--- src/ddrb_pkg.sv ---
// Package: constants, types and address decode for the duty byte bank
package ddrb_pkg;

    ////////////////////////////////////////////////////////////////////////
    // Bus geometry
    localparam int AXI_DATA_W      = 32;
    localparam int AXI_ADDR_W      = 12;
    localparam int BYTE_ADDR_SHIFT = 2;
    localparam int IDX_W           = AXI_ADDR_W - BYTE_ADDR_SHIFT;
    localparam int DUTY_BYTE_W     = 8;
    localparam int DUTY_WORD_W     = 16;

    localparam logic [1:0] RESP_OKAY   = 2'h0;
    localparam logic [1:0] RESP_SLVERR = 2'h2;

    ////////////////////////////////////////////////////////////////////////
    // Register indices; byte address is index times four
    localparam logic [IDX_W-1:0] IDX_DUTY_BYTE_SINK11_OR_SINK5_HIGH  = 10'h20b;
    localparam logic [IDX_W-1:0] IDX_DUTY_BYTE_SINK12_OR_SINK6_LOW   = 10'h20c;
    localparam logic [IDX_W-1:0] IDX_DUTY_BYTE_SINK13_OR_SINK6_HIGH  = 10'h20d;
    localparam logic [IDX_W-1:0] IDX_DUTY_BYTE_SINK14_OR_SINK7_LOW   = 10'h20e;
    localparam logic [IDX_W-1:0] IDX_DUTY_BYTE_SINK15_OR_SINK7_HIGH  = 10'h20f;
    localparam logic [IDX_W-1:0] IDX_DUTY_BYTE_SINK16_OR_SINK8_LOW   = 10'h210;
    localparam logic [IDX_W-1:0] IDX_DUTY_BYTE_SINK17_OR_SINK8_HIGH  = 10'h211;
    localparam logic [IDX_W-1:0] IDX_DUTY_SINK9_LOW                  = 10'h212;
    localparam logic [IDX_W-1:0] IDX_DUTY_SINK9_HIGH                 = 10'h213;
    localparam logic [IDX_W-1:0] IDX_DUTY_SINK10_LOW                 = 10'h214;
    localparam logic [IDX_W-1:0] IDX_DUTY_SINK10_HIGH                = 10'h215;
    localparam logic [IDX_W-1:0] IDX_DUTY_SINK11_LOW                 = 10'h216;
    localparam logic [IDX_W-1:0] IDX_DUTY_SINK11_HIGH                = 10'h217;
    localparam logic [IDX_W-1:0] IDX_DUTY_SINK12_LOW                 = 10'h218;

    localparam logic [IDX_W-1:0] IDX_FIRST = IDX_DUTY_BYTE_SINK11_OR_SINK5_HIGH;
    localparam logic [IDX_W-1:0] IDX_LAST  = IDX_DUTY_SINK12_LOW;

    ////////////////////////////////////////////////////////////////////////
    // Storage and sink layout
    localparam int NUM_DUTY_BYTES = 14;
    localparam int MEM_IDX_W      = 4;
    localparam logic [DUTY_BYTE_W-1:0] DUTY_RESET = 8'h00;
    localparam int NUM_SINK8      = 7;
    localparam int NUM_SINK16     = 6;

    // Result of decoding one bus address
    typedef struct packed {
        logic                 hit;
        logic [MEM_IDX_W-1:0] slot;
    } ddrb_decode_t;

    // Maps a byte address to a storage slot; misaligned or unmapped misses
    function automatic ddrb_decode_t ddrb_decode(
        input logic [AXI_ADDR_W-1:0] addr
    );
        ddrb_decode_t      d;
        logic [IDX_W-1:0]  idx;
        idx    = addr[AXI_ADDR_W-1:BYTE_ADDR_SHIFT];
        d.hit  = (addr[BYTE_ADDR_SHIFT-1:0] == 2'h0) &&
                 (idx >= IDX_FIRST) && (idx <= IDX_LAST);
        d.slot = d.hit ? MEM_IDX_W'(idx - IDX_FIRST) : 4'h0;
        return d;
    endfunction : ddrb_decode

endpackage : ddrb_pkg

--- src/ddrb_byte_mem.sv ---
// Small byte store with one write port, a registered read port, all cells out
module ddrb_byte_mem
    import ddrb_pkg::*;
#(
    parameter int DEPTH  = NUM_DUTY_BYTES,
    parameter int WIDTH  = DUTY_BYTE_W,
    parameter int SLOT_W = MEM_IDX_W
) (
    input  wire logic                         clk,
    input  wire logic                         rst_b,
    input  wire logic                         wrEn,
    input  wire logic [SLOT_W-1:0]            wrSlot,
    input  wire logic [WIDTH-1:0]             wrData,
    input  wire logic                         rdEn,
    input  wire logic [SLOT_W-1:0]            rdSlot,
    output logic      [WIDTH-1:0]             rdData,
    output logic      [DEPTH-1:0][WIDTH-1:0]  cells
);

    ////////////////////////////////////////////////////////////////////////
    // State
    typedef struct packed {
        logic [DEPTH-1:0][WIDTH-1:0] cells;
        logic [WIDTH-1:0]            rdData;
    } ddrb_mem_state_t;

    localparam logic [DEPTH-1:0][WIDTH-1:0] RESET_CELLS =
        {DEPTH{WIDTH'(DUTY_RESET)}};

    ddrb_mem_state_t state;
    ddrb_mem_state_t next_state;

    // Slots beyond the depth are dropped rather than aliased
    always_comb begin
        next_state = state;
        if (wrEn && (wrSlot < SLOT_W'(DEPTH))) begin
            next_state.cells[wrSlot] = wrData;
        end
        if (rdEn) begin
            next_state.rdData = (rdSlot < SLOT_W'(DEPTH)) ?
                                state.cells[rdSlot] : '0;
        end
    end

    // Every cell comes up at the duty reset value
    always_ff @(posedge clk or negedge rst_b) begin
        if (!rst_b) begin
            state <= '{cells: RESET_CELLS, rdData: '0};
        end else begin
            state <= next_state;
        end
    end

    assign rdData = state.rdData;
    assign cells  = state.cells;

endmodule : ddrb_byte_mem

--- src/ddrb_duty_bank.sv ---
// Duty byte bank: AXI4-Lite slave, byte storage and per-sink duty outputs
//
// Operation
// - 0x20C: sink 12 duty, or sink 6 low
// - 0x20D: sink 13 duty, or sink 6 high
// - 0x20E: sink 14 duty, or sink 7 low
// - 0x20F: sink 15 duty, or sink 7 high
// - 0x210: sink 16 duty, or sink 8 low
// - 0x211: sink 17 duty, or sink 8 high
// - 0x212/0x213: sink 9 sixteen-bit halves
// - 0x214/0x215: sink 10 sixteen-bit halves
// - 0x216/0x217: sink 11 sixteen-bit halves
// - All bytes read/write, zero after reset
// - 0x20B: sink 11 duty, or sink 5 high
module ddrb_duty_bank
    import ddrb_pkg::*;
(
    input  wire logic                                   clk,
    input  wire logic                                   rst_b,
    // Write address channel
    input  wire logic [AXI_ADDR_W-1:0]                  awaddr,
    input  wire logic [2:0]                             awprot,
    input  wire logic                                   awvalid,
    output logic                                        awready,
    // Write data channel
    input  wire logic [AXI_DATA_W-1:0]                  wdata,
    input  wire logic [AXI_DATA_W/8-1:0]                wstrb,
    input  wire logic                                   wvalid,
    output logic                                        wready,
    // Write response channel
    output logic      [1:0]                             bresp,
    output logic                                        bvalid,
    input  wire logic                                   bready,
    // Read address channel
    input  wire logic [AXI_ADDR_W-1:0]                  araddr,
    input  wire logic [2:0]                             arprot,
    input  wire logic                                   arvalid,
    output logic                                        arready,
    // Read data channel
    output logic      [AXI_DATA_W-1:0]                  rdata,
    output logic      [1:0]                             rresp,
    output logic                                        rvalid,
    input  wire logic                                   rready,
    // Duty-width setting from the core, same clock
    input  wire logic                                   dutyWide16,
    // Duty values toward the PWM generators
    output logic      [NUM_SINK8-1:0][DUTY_BYTE_W-1:0]  sinkDuty8,
    output logic      [NUM_SINK16-1:0][DUTY_WORD_W-1:0] sinkDuty16,
    output logic      [DUTY_BYTE_W-1:0]                 sink5DutyHigh,
    output logic      [DUTY_BYTE_W-1:0]                 sink12DutyLow
);

    ////////////////////////////////////////////////////////////////////////
    // State of the bus slave and the duty output registers
    typedef struct packed {
        logic                                   awHeld;
        logic [AXI_ADDR_W-1:0]                  awAddrHeld;
        logic                                   wHeld;
        logic [DUTY_BYTE_W-1:0]                 wDataHeld;
        logic                                   wLaneHeld;
        logic                                   bvalid;
        logic [1:0]                             bresp;
        logic                                   rdPend;
        logic                                   rdHit;
        logic                                   rvalid;
        logic [1:0]                             rresp;
        logic [AXI_DATA_W-1:0]                  rdata;
        logic [NUM_SINK8-1:0][DUTY_BYTE_W-1:0]  duty8;
        logic [NUM_SINK16-1:0][DUTY_WORD_W-1:0] duty16;
        logic [DUTY_BYTE_W-1:0]                 sink5High;
        logic [DUTY_BYTE_W-1:0]                 sink12Low;
    } ddrb_state_t;

    ddrb_state_t state;
    ddrb_state_t next_state;

    // Combinational helpers
    logic                                       awFire;
    logic                                       wFire;
    logic                                       arFire;
    logic                                       haveAw;
    logic                                       haveW;
    logic                                       doWrite;
    logic [AXI_ADDR_W-1:0]                      curAwAddr;
    logic [DUTY_BYTE_W-1:0]                     curWData;
    logic                                       curWLane;
    ddrb_decode_t                               wrDec;
    ddrb_decode_t                               rdDec;
    logic                                       memWrEn;
    logic                                       memRdEn;
    logic [DUTY_BYTE_W-1:0]                     memRdData;
    logic [NUM_DUTY_BYTES-1:0][DUTY_BYTE_W-1:0] cells;

    ////////////////////////////////////////////////////////////////////////
    // Byte storage; read data arrive one cycle after the slot is given
    ddrb_byte_mem #(
        .DEPTH  (NUM_DUTY_BYTES),
        .WIDTH  (DUTY_BYTE_W),
        .SLOT_W (MEM_IDX_W)
    ) u_mem (
        .clk    (clk),
        .rst_b  (rst_b),
        .wrEn   (memWrEn),
        .wrSlot (wrDec.slot),
        .wrData (curWData),
        .rdEn   (memRdEn),
        .rdSlot (rdDec.slot),
        .rdData (memRdData),
        .cells  (cells)
    );

    ////////////////////////////////////////////////////////////////////////
    // Handshakes; a pending response blocks new writes, one read at a time
    assign awready = !state.awHeld && !state.bvalid;
    assign wready  = !state.wHeld && !state.bvalid;
    assign arready = !state.rdPend && !state.rvalid;
    assign awFire  = awvalid && awready;
    assign wFire   = wvalid && wready;
    assign arFire  = arvalid && arready;

    // Address and data may come in either order; use held or live copies
    assign haveAw    = state.awHeld || awFire;
    assign haveW     = state.wHeld || wFire;
    assign doWrite   = haveAw && haveW;
    assign curAwAddr = state.awHeld ? state.awAddrHeld : awaddr;
    assign curWData  = state.wHeld ? state.wDataHeld : wdata[DUTY_BYTE_W-1:0];
    assign curWLane  = state.wHeld ? state.wLaneHeld : wstrb[0];
    assign wrDec     = ddrb_decode(curAwAddr);
    assign rdDec     = ddrb_decode(araddr);

    // Only byte lane 0 carries duty data; other lanes are ignored
    assign memWrEn = doWrite && wrDec.hit && curWLane;
    assign memRdEn = arFire && rdDec.hit;

    ////////////////////////////////////////////////////////////////////////
    // Next-state logic
    always_comb begin
        next_state = state;

        // Write channel bookkeeping
        next_state.awHeld = haveAw && !doWrite;
        next_state.wHeld  = haveW && !doWrite;
        if (awFire) begin
            next_state.awAddrHeld = awaddr;
        end
        if (wFire) begin
            next_state.wDataHeld = wdata[DUTY_BYTE_W-1:0];
            next_state.wLaneHeld = wstrb[0];
        end

        // Write response; an unmapped address answers with an error
        if (doWrite) begin
            next_state.bvalid = 1'b1;
            next_state.bresp  = wrDec.hit ? RESP_OKAY : RESP_SLVERR;
        end else if (state.bvalid && bready) begin
            next_state.bvalid = 1'b0;
        end

        // Read: one wait cycle for the storage, then the answer
        if (arFire) begin
            next_state.rdPend = 1'b1;
            next_state.rdHit  = rdDec.hit;
        end
        if (state.rdPend) begin
            next_state.rdPend = 1'b0;
            next_state.rvalid = 1'b1;
            next_state.rresp  = state.rdHit ? RESP_OKAY : RESP_SLVERR;
            // Upper bits read as zero
            next_state.rdata  = state.rdHit ?
                                AXI_DATA_W'(memRdData) : '0;
        end else if (state.rvalid && rready) begin
            next_state.rvalid = 1'b0;
        end

        // Duty outputs; the unused width reads zero so a stale value
        // cannot reach a generator after the width setting flips
        next_state.duty8     = '0;
        next_state.duty16    = '0;
        next_state.sink5High = '0;
        next_state.sink12Low = '0;
        if (!dutyWide16) begin
            next_state.duty8[0] = cells[0];
            next_state.duty8[1] = cells[1];
            next_state.duty8[2] = cells[2];
            next_state.duty8[3] = cells[3];
            next_state.duty8[4] = cells[4];
            next_state.duty8[5] = cells[5];
            next_state.duty8[6] = cells[6];
        end else begin
            next_state.sink5High = cells[0];
            // Shared bytes: low half from the even address
            next_state.duty16[0][7:0]  = cells[1];
            next_state.duty16[0][15:8] = cells[2];
            next_state.duty16[1][7:0]  = cells[3];
            next_state.duty16[1][15:8] = cells[4];
            next_state.duty16[2][7:0]  = cells[5];
            next_state.duty16[2][15:8] = cells[6];
            next_state.duty16[3] = {cells[8], cells[7]};
            next_state.duty16[4] = {cells[10], cells[9]};
            next_state.duty16[5] = {cells[12], cells[11]};
            next_state.sink12Low = cells[13];
        end
    end

    ////////////////////////////////////////////////////////////////////////
    // State register
    always_ff @(posedge clk or negedge rst_b) begin
        if (!rst_b) begin
            state <= '0;
        end else begin
            state <= next_state;
        end
    end

    ////////////////////////////////////////////////////////////////////////
    // Outputs straight from the state register
    assign bvalid        = state.bvalid;
    assign bresp         = state.bresp;
    assign rvalid        = state.rvalid;
    assign rresp         = state.rresp;
    assign rdata         = state.rdata;
    assign sinkDuty8     = state.duty8;
    assign sinkDuty16    = state.duty16;
    assign sink5DutyHigh = state.sink5High;
    assign sink12DutyLow = state.sink12Low;

endmodule : ddrb_duty_bank

--- config.mk ---
export PLATFORM = sky130hd
export DESIGN_NAME = ddrb_duty_bank
export DESIGN_NICKNAME = d
export VERILOG_FILES = /design/src/ddrb_pkg.sv /design/src/ddrb_byte_mem.sv /design/src/ddrb_duty_bank.sv
export SDC_FILE = /design/constraint.sdc
export NUM_CORES = 1
export LEC_CHECK = 0
export ABC_CLOCK_PERIOD_IN_PS = 3500
export BUFFER_PORTS_ARGS = -buffer_cell sky130_fd_sc_hd__buf_2
export CAP_MARGIN = 25
export CORE_ASPECT_RATIO = 1.4
export CORE_UTILIZATION = 40
export CTS_BUF_LIST = sky130_fd_sc_hd__clkbuf_8
export DETAILED_ROUTE_END_ITERATION = 10
export GPL_TIMING_DRIVEN = 0
export PLACE_DENSITY_LB_ADDON = 0.15
export SLEW_MARGIN = 20
export SYNTH_ARGS = -nofsm -noshare
export SYNTH_HDL_FRONTEND = slang
export SYNTH_HIERARCHICAL = 1
export SYNTH_SLANG_ARGS = --single-unit
--- constraint.sdc ---
create_clock -name clk -period 3.5 [get_ports clk]
set_input_delay 0.7 -clock clk [delete_from_list [all_inputs] [get_ports clk]]
set_output_delay 0.7 -clock clk [all_outputs]
set_load 0.03 [all_outputs]
[After elaboration in Yosys (flattened, before gate mapping)]
Index checks and enable logic that the tools add are counted.
Storage, ports and cells
  logic and storage cells: 108
  register bits after elaboration: 351
  output and inout bits: 209
  input port bits: 74
Operators by class
  multiplexer cells: 22
  reductions and logical operators: 33
  $lt $le $gt $ge: 9
  add/sub/neg operators: 2
Operators by type and width (number)
  $bwmux W112: 1
  $mux W112: 1
  $mux W56: 1
  $mux W8: 5
  $bmux W8 S4: 1
  $demux W8 S4: 1
  $ge A10 B10 Y1 const B: 2
  $le A10 B10 Y1 const B: 2
  $logic_and A1 B1 Y1: 20
  $mux W12: 1
  $lt A4 B5 Y1 const B: 2
  $lt A4 B4 Y1 const B: 2
  $mux W4: 2
  $sub A4 B4 Y4 const B: 2
  $logic_not A1 Y1: 6
  $mux W1: 6
  $mux W2: 3
  $reduce_bool A2 Y1: 3
  $ge A4 B1 Y1 const B: 1
  $logic_not A2 Y1: 2
  $logic_or A1 B1 Y1: 2

[Longest topological paths before layout]
  depth in word-level cells: 10
  mapped depth: 13

[Hierarchy]
Netlist, hierarchy kept.
By module, submodules not included
  ddrb_duty_bank: sequential area each 5129.9 sq um, cells an instance 726, instances 1, area each 8724.6 sq um
  ddrb_byte_mem: sequential area each 3002.9 sq um, cells an instance 387, instances 1, area each 5562.8 sq um

[Worst setup path before layout]
OpenSTA, ideal clock, no wires.
  kind: input-to-reg
  start: in awaddr[2]
  end: reg u_mem.state (netlist bit u_mem/cells[32])
  arrival time: 2.885 ns
  path slack: 0.488 ns
  stages on the path: 11
  path buffers: 1
  cells stage by stage: mux2i_1 inv_1 ha_1 inv_1 a21o_1 a221o_1 nor3_1 nand3b_1 or3_1 buf_2 mux2_1
Between the ends
  elaborated cells between the ends (all ways): 17
  classes of those cells: add/sub (1); order compare (5); mux (5); reduce/logical (6)
RTL lines
  from (decl): line ddrb_duty_bank.sv:21  | input wire logic [AXI_ADDR_W-1:0] awaddr,
  $mux W12 *: line ddrb_duty_bank.sv:125  | assign curAwAddr = state.awHeld ? state.awAddrHeld : awaddr;
  $ge A10 B10 Y1: line ddrb_pkg.sv:58  | (idx >= IDX_FIRST) && (idx <= IDX_LAST);
  $logic_and A1 B1 Y1: line ddrb_pkg.sv:57  | d.hit = (addr[BYTE_ADDR_SHIFT-1:0] == 2'h0) &&
  $logic_and A1 B1 Y1 *: line ddrb_pkg.sv:58
  $logic_and A1 B1 Y1 * (2 in a row): line ddrb_duty_bank.sv:132  | assign memWrEn = doWrite && wrDec.hit && curWLane;
  net memWrEn: line ddrb_duty_bank.sv:89  | logic memWrEn;
  $logic_and A1 B1 Y1 *: line ddrb_byte_mem.sv:36  | if (wrEn && (wrSlot < SLOT_W'(DEPTH))) begin
  to (signal assigned): line ddrb_byte_mem.sv:48  | state <= '{cells: RESET_CELLS, rdData: '0};
  to (signal assigned): line ddrb_byte_mem.sv:50  | state <= next_state;
  to (decl): line ddrb_byte_mem.sv:30  | ddrb_mem_state_t state;
Mark *: on every way through the listed nets, which the timed path passes. The rest lies on a longest branch.
A chain may end at the register's enable or synchronous reset.

[Worst setup path in the final report]
  start: reg state[230] (netlist bit)
  end: reg u_mem.state (netlist bit u_mem/cells[46])
Between the ends
  elaborated cells between the ends (all ways): 23
  classes of those cells: add/sub (1); order compare (5); mux (5); reduce/logical (12)
RTL lines
  from (decl): line ddrb_duty_bank.sv:74  | ddrb_state_t state;
  from (signal assigned): line ddrb_duty_bank.sv:211  | state <= next_state;
  parallel branches: the longest is 5 deep, another holds $ge A10 B10 Y1
  $logic_and A1 B1 Y1 * (2 in a row): line ddrb_duty_bank.sv:132
  net memWrEn: line ddrb_duty_bank.sv:89
  $logic_and A1 B1 Y1 *: line ddrb_byte_mem.sv:36
Mark *: on every way through the listed nets, which the timed path passes.

==> impl_results.md <==
* Top FF cell, synth: dfrtp_1
* Grt ovf at 0
* Most frequent cells in the layout: dfrtp_1 (325), buf_2 (229), buf_4 (208), and2_1 (117), mux2_2 (110)
* Commonest non-fill, non-tap cell in the layout: dfrtp_1
* Relative slew slack at 41.0%
* Combinational power share at 13.4%
* FFs w/ async S/R, synth at 100%
* Core Area at 35,100 sq um
* Clock sink total at 325
* Status: complete, no violations
* Worst Path Max Fanout at 10
* Vias in the first global route at 8,948
* Warnings, synthesis at 6
* HPWL after DPL at 24.6 mm
* Fraction of layout cells with a size suffix above 1 at 45.2%
* Pins Over Slew Limit at 0
* Worst path slowest cell: nor2_2
* Maximum clock rate at 303 MHz
* CP required at 3970 ps
* Cell row count at 81
* CP startpoint kind: flip-flop
* Postcts setup bufs at 0
* Vias at 8,672
* Worst path most repeated cell: inv_1
* Worst skew pair latency at 600 ps
* Int Pwr at 6.26 mW
* Final setup vio count at 0
* Final #Nets at 1,495
* Power per cell area at 496 nW/um^2
* R2R Setup Slk at 190 ps
* Crit-path max cell delay at 540 ps
* Starting Density at 40.7%
* Worst Skew at 20.6 ps
* TritonCTS clock tree: done
* Worst Setup End Kind: flip-flop
* Worst Max-Slew Pin Slew at 882 ps
* Drt total wl at 35.0 mm
* Syn avg cell area at 12.8 sq um
* Worst-case reg-to-reg path depth at 11
* Count of non-filler cells in the finished layout at 1,911
* Sequential fraction of the synthesis area at 56.9%
* Maxcap violations at 0
* Gp weighted congestion at 0.799
* Die Y at 226 um
* Synth Register Bits at 325
* Pwr Total at 8.59 mW
* Peak VDD IR at 410 uV
* CTS Buf Count at 51
* DRC at 0
* Min cycle time layout at 3310 ps
* Synth Instances at 1,113
* Hold Crit Depth at 2
* Final-report hold violation count at 0
* DIE WIDTH at 162 um
* Pre-antenna DRT Iters at 4
* Hold slack at 278 ps
* # H-tree levels at 2
* Switching share of power at 27.1%
* Total Die Area at 36,500 sq um
* Vias/cell at 4.54
* Post-Syn Area at 14,300 sq um
* Initial DRC count at 343
* Area Overhead vs Synth at 21.2%
* Net Switching at 2.33 mW
* Worst Path Class, Setup: flip-flop to flip-flop
* Worst min path class: input port to flip-flop
* Placed instance count at 1,819
* CP arrival at 3780 ps
* Initial antenna violation count at 0
* Crit-path cells: buf_6, mux2i_2, inv_1, ha_1, inv_1, a21o_1, a221o_2, nor3_4, nand3b_1, nor2_2, mux2_2
* Seq pwr share at 46.9%
* I/O pin cnt at 283
* Largest net degree at the start of global routing at 99
* Leak at 9.37 nW
* Clock Path Buffers at 3
* Unrepaired setup endpoints after global routing: yes
* Hold_sp: bready
* R2r endpoint: u_mem/cells[46]
* Clk pwr share at 39.7%
* Post-synthesis cell type count at 53
* EDFF count, synth at 0
* Worst setup startpoint: state[230]
* Hold Path Sink: bvalid
* Root Buffer: clkbuf_8
* Per-cell routed wire length at 18.3 um
* Clock Pin Slew Worst Setup and Hold Paths at 60 ps
* Period Utilization, post-route at 94.4%
* GRT Util Overall at 19.6%
* Port Buffers at 222
* Post-route ant nets at 0
* Reg2reg start: state[230]
* Global-route wire length before repair at 52.8 mm
* Setup TNS at 0 ps
* # diodes at 0
## synthesized netlist by cell type (11+ instances only)
master    instances  share of area (%)
and2_1          117                5.1
buf_4           207                 11
clkbuf_1         36               0.95
dfrtp_1         325                 57
inv_1            19               0.50
mux2_1           36                2.8
mux2_2          110                8.7
mux2i_1          32                2.2
nand2_1          11               0.29
nand3_1          12               0.42
nor2_1           15               0.39
nor2b_1          59                2.6
o21ai_0          12               0.42
## stage by stage
step / utilization, % / setup WS, ps / cell area, sq um
floorplan: - / 488 / 14400
global placement: 45.8 / -4530 / 16100
detailed placement: 46.1 / -388 / 16200
CTS: 49.2 / 53.3 / 17300
global route: 49.4 / 1.35 / 17300
finish: 49.4 / 195 / 17300
## per-layer routing
layer	vias to the layer above	GRT usage (%)	part of all wire (%)
li1	4106	-	-
met1	4244	23.6	41
met2	255	35.1	52
met3	67	3.36	4.7
met4	0	6.82	2.8
met5	-	0	0
## worst max-delay path by stage
stage / slack [ps] / cells after the start / end
after global routing: 1 / 11 / u_mem/cells[40]
after detailed placement: -390 / 11 / u_mem/cells[103]
after CTS: 50 / 12 / u_mem/cells[48]
final: 190 / 11 / u_mem/cells[46]
after floorplan: 490 / 11 / u_mem/cells[32]
after global placement: -4530 / 1 / sinkDuty16[32]
## area by class of cell
| type | instances | area [sq um] |
|---|---|---|
| Tap cell | 456 | 571 |
| Timing Repair Buffer | 226 | 1210 |
| Multi-Input combinational cell | 536 | 4450 |
| Buffer | 258 | 1790 |
| Fill cell | 3217 | 17800 |
| Clock inverter | 32 | 270 |
| Inverter | 19 | 71.3 |
| Sequential cell | 325 | 8130 |
| Clock buffer | 59 | 812 |
## logic make-up after synthesis
group	after synthesis	synth area share, %
buffers and inverters	277	13.0
XOR/XNOR	3	0.184
AO/OA/AOI/OAI	60	3.00
adder cells (fa/ha/maj)	4	0.350
other	1	0.0262
multiplexers	190	15.8
flip-flops	325	56.9
AND/OR/NAND/NOR	253	10.7
## repair_timing
| item | 4_1_cts | 5_1_grt |
|---|---|---|
| endpoints found under the setup margin | 81 | 111 |
| pin swaps | 0 | 1 |
| endpoints found under the hold margin | 35 | 0 |
| gates resized for setup | 2 | 19 |
| hold buffers | 1 | 0 |
| gates cloned | 0 | 0 |
## sequential cells by signal, summed over array words and instances (netlist names)
signal and count:
state 25, u_mem/rdData 8, sinkDuty16 96, rdata 8
sink5DutyHigh 8, bvalid 1, bresp 1, sinkDuty8 56
rresp 1, sink12DutyLow 8, rvalid 1, u_mem/cells 112
## worst max-delay path: cells and delay by family (launching register included)
| kind | cells | cell delay (ps) |
|---|---|---|
| DFF | 1 | 400 |
| buffers and inverters | 3 | 290 |
| and+or+nand+nor | 3 | 1150 |
| adders and majority gates | 1 | 180 |
| AOI/OAI and AO/OA | 2 | 590 |
| muxes | 2 | 570 |
## power by group through the flow
stage / sequential, mW / clock [mW] / combinational (mW)
6_report: 4.02 / 3.41 / 1.15
5_1_grt: 4.04 / 3.66 / 1.26
4_1_cts: 4.02 / 3.50 / 1.16
3_5_place_dp: 4.09 / 0 / 1.15
3_3_place_gp: 4.09 / 0 / 1.13
2_1_floorplan: 4.08 / 0 / 0.705
Power figures use the tool's default switching activity.
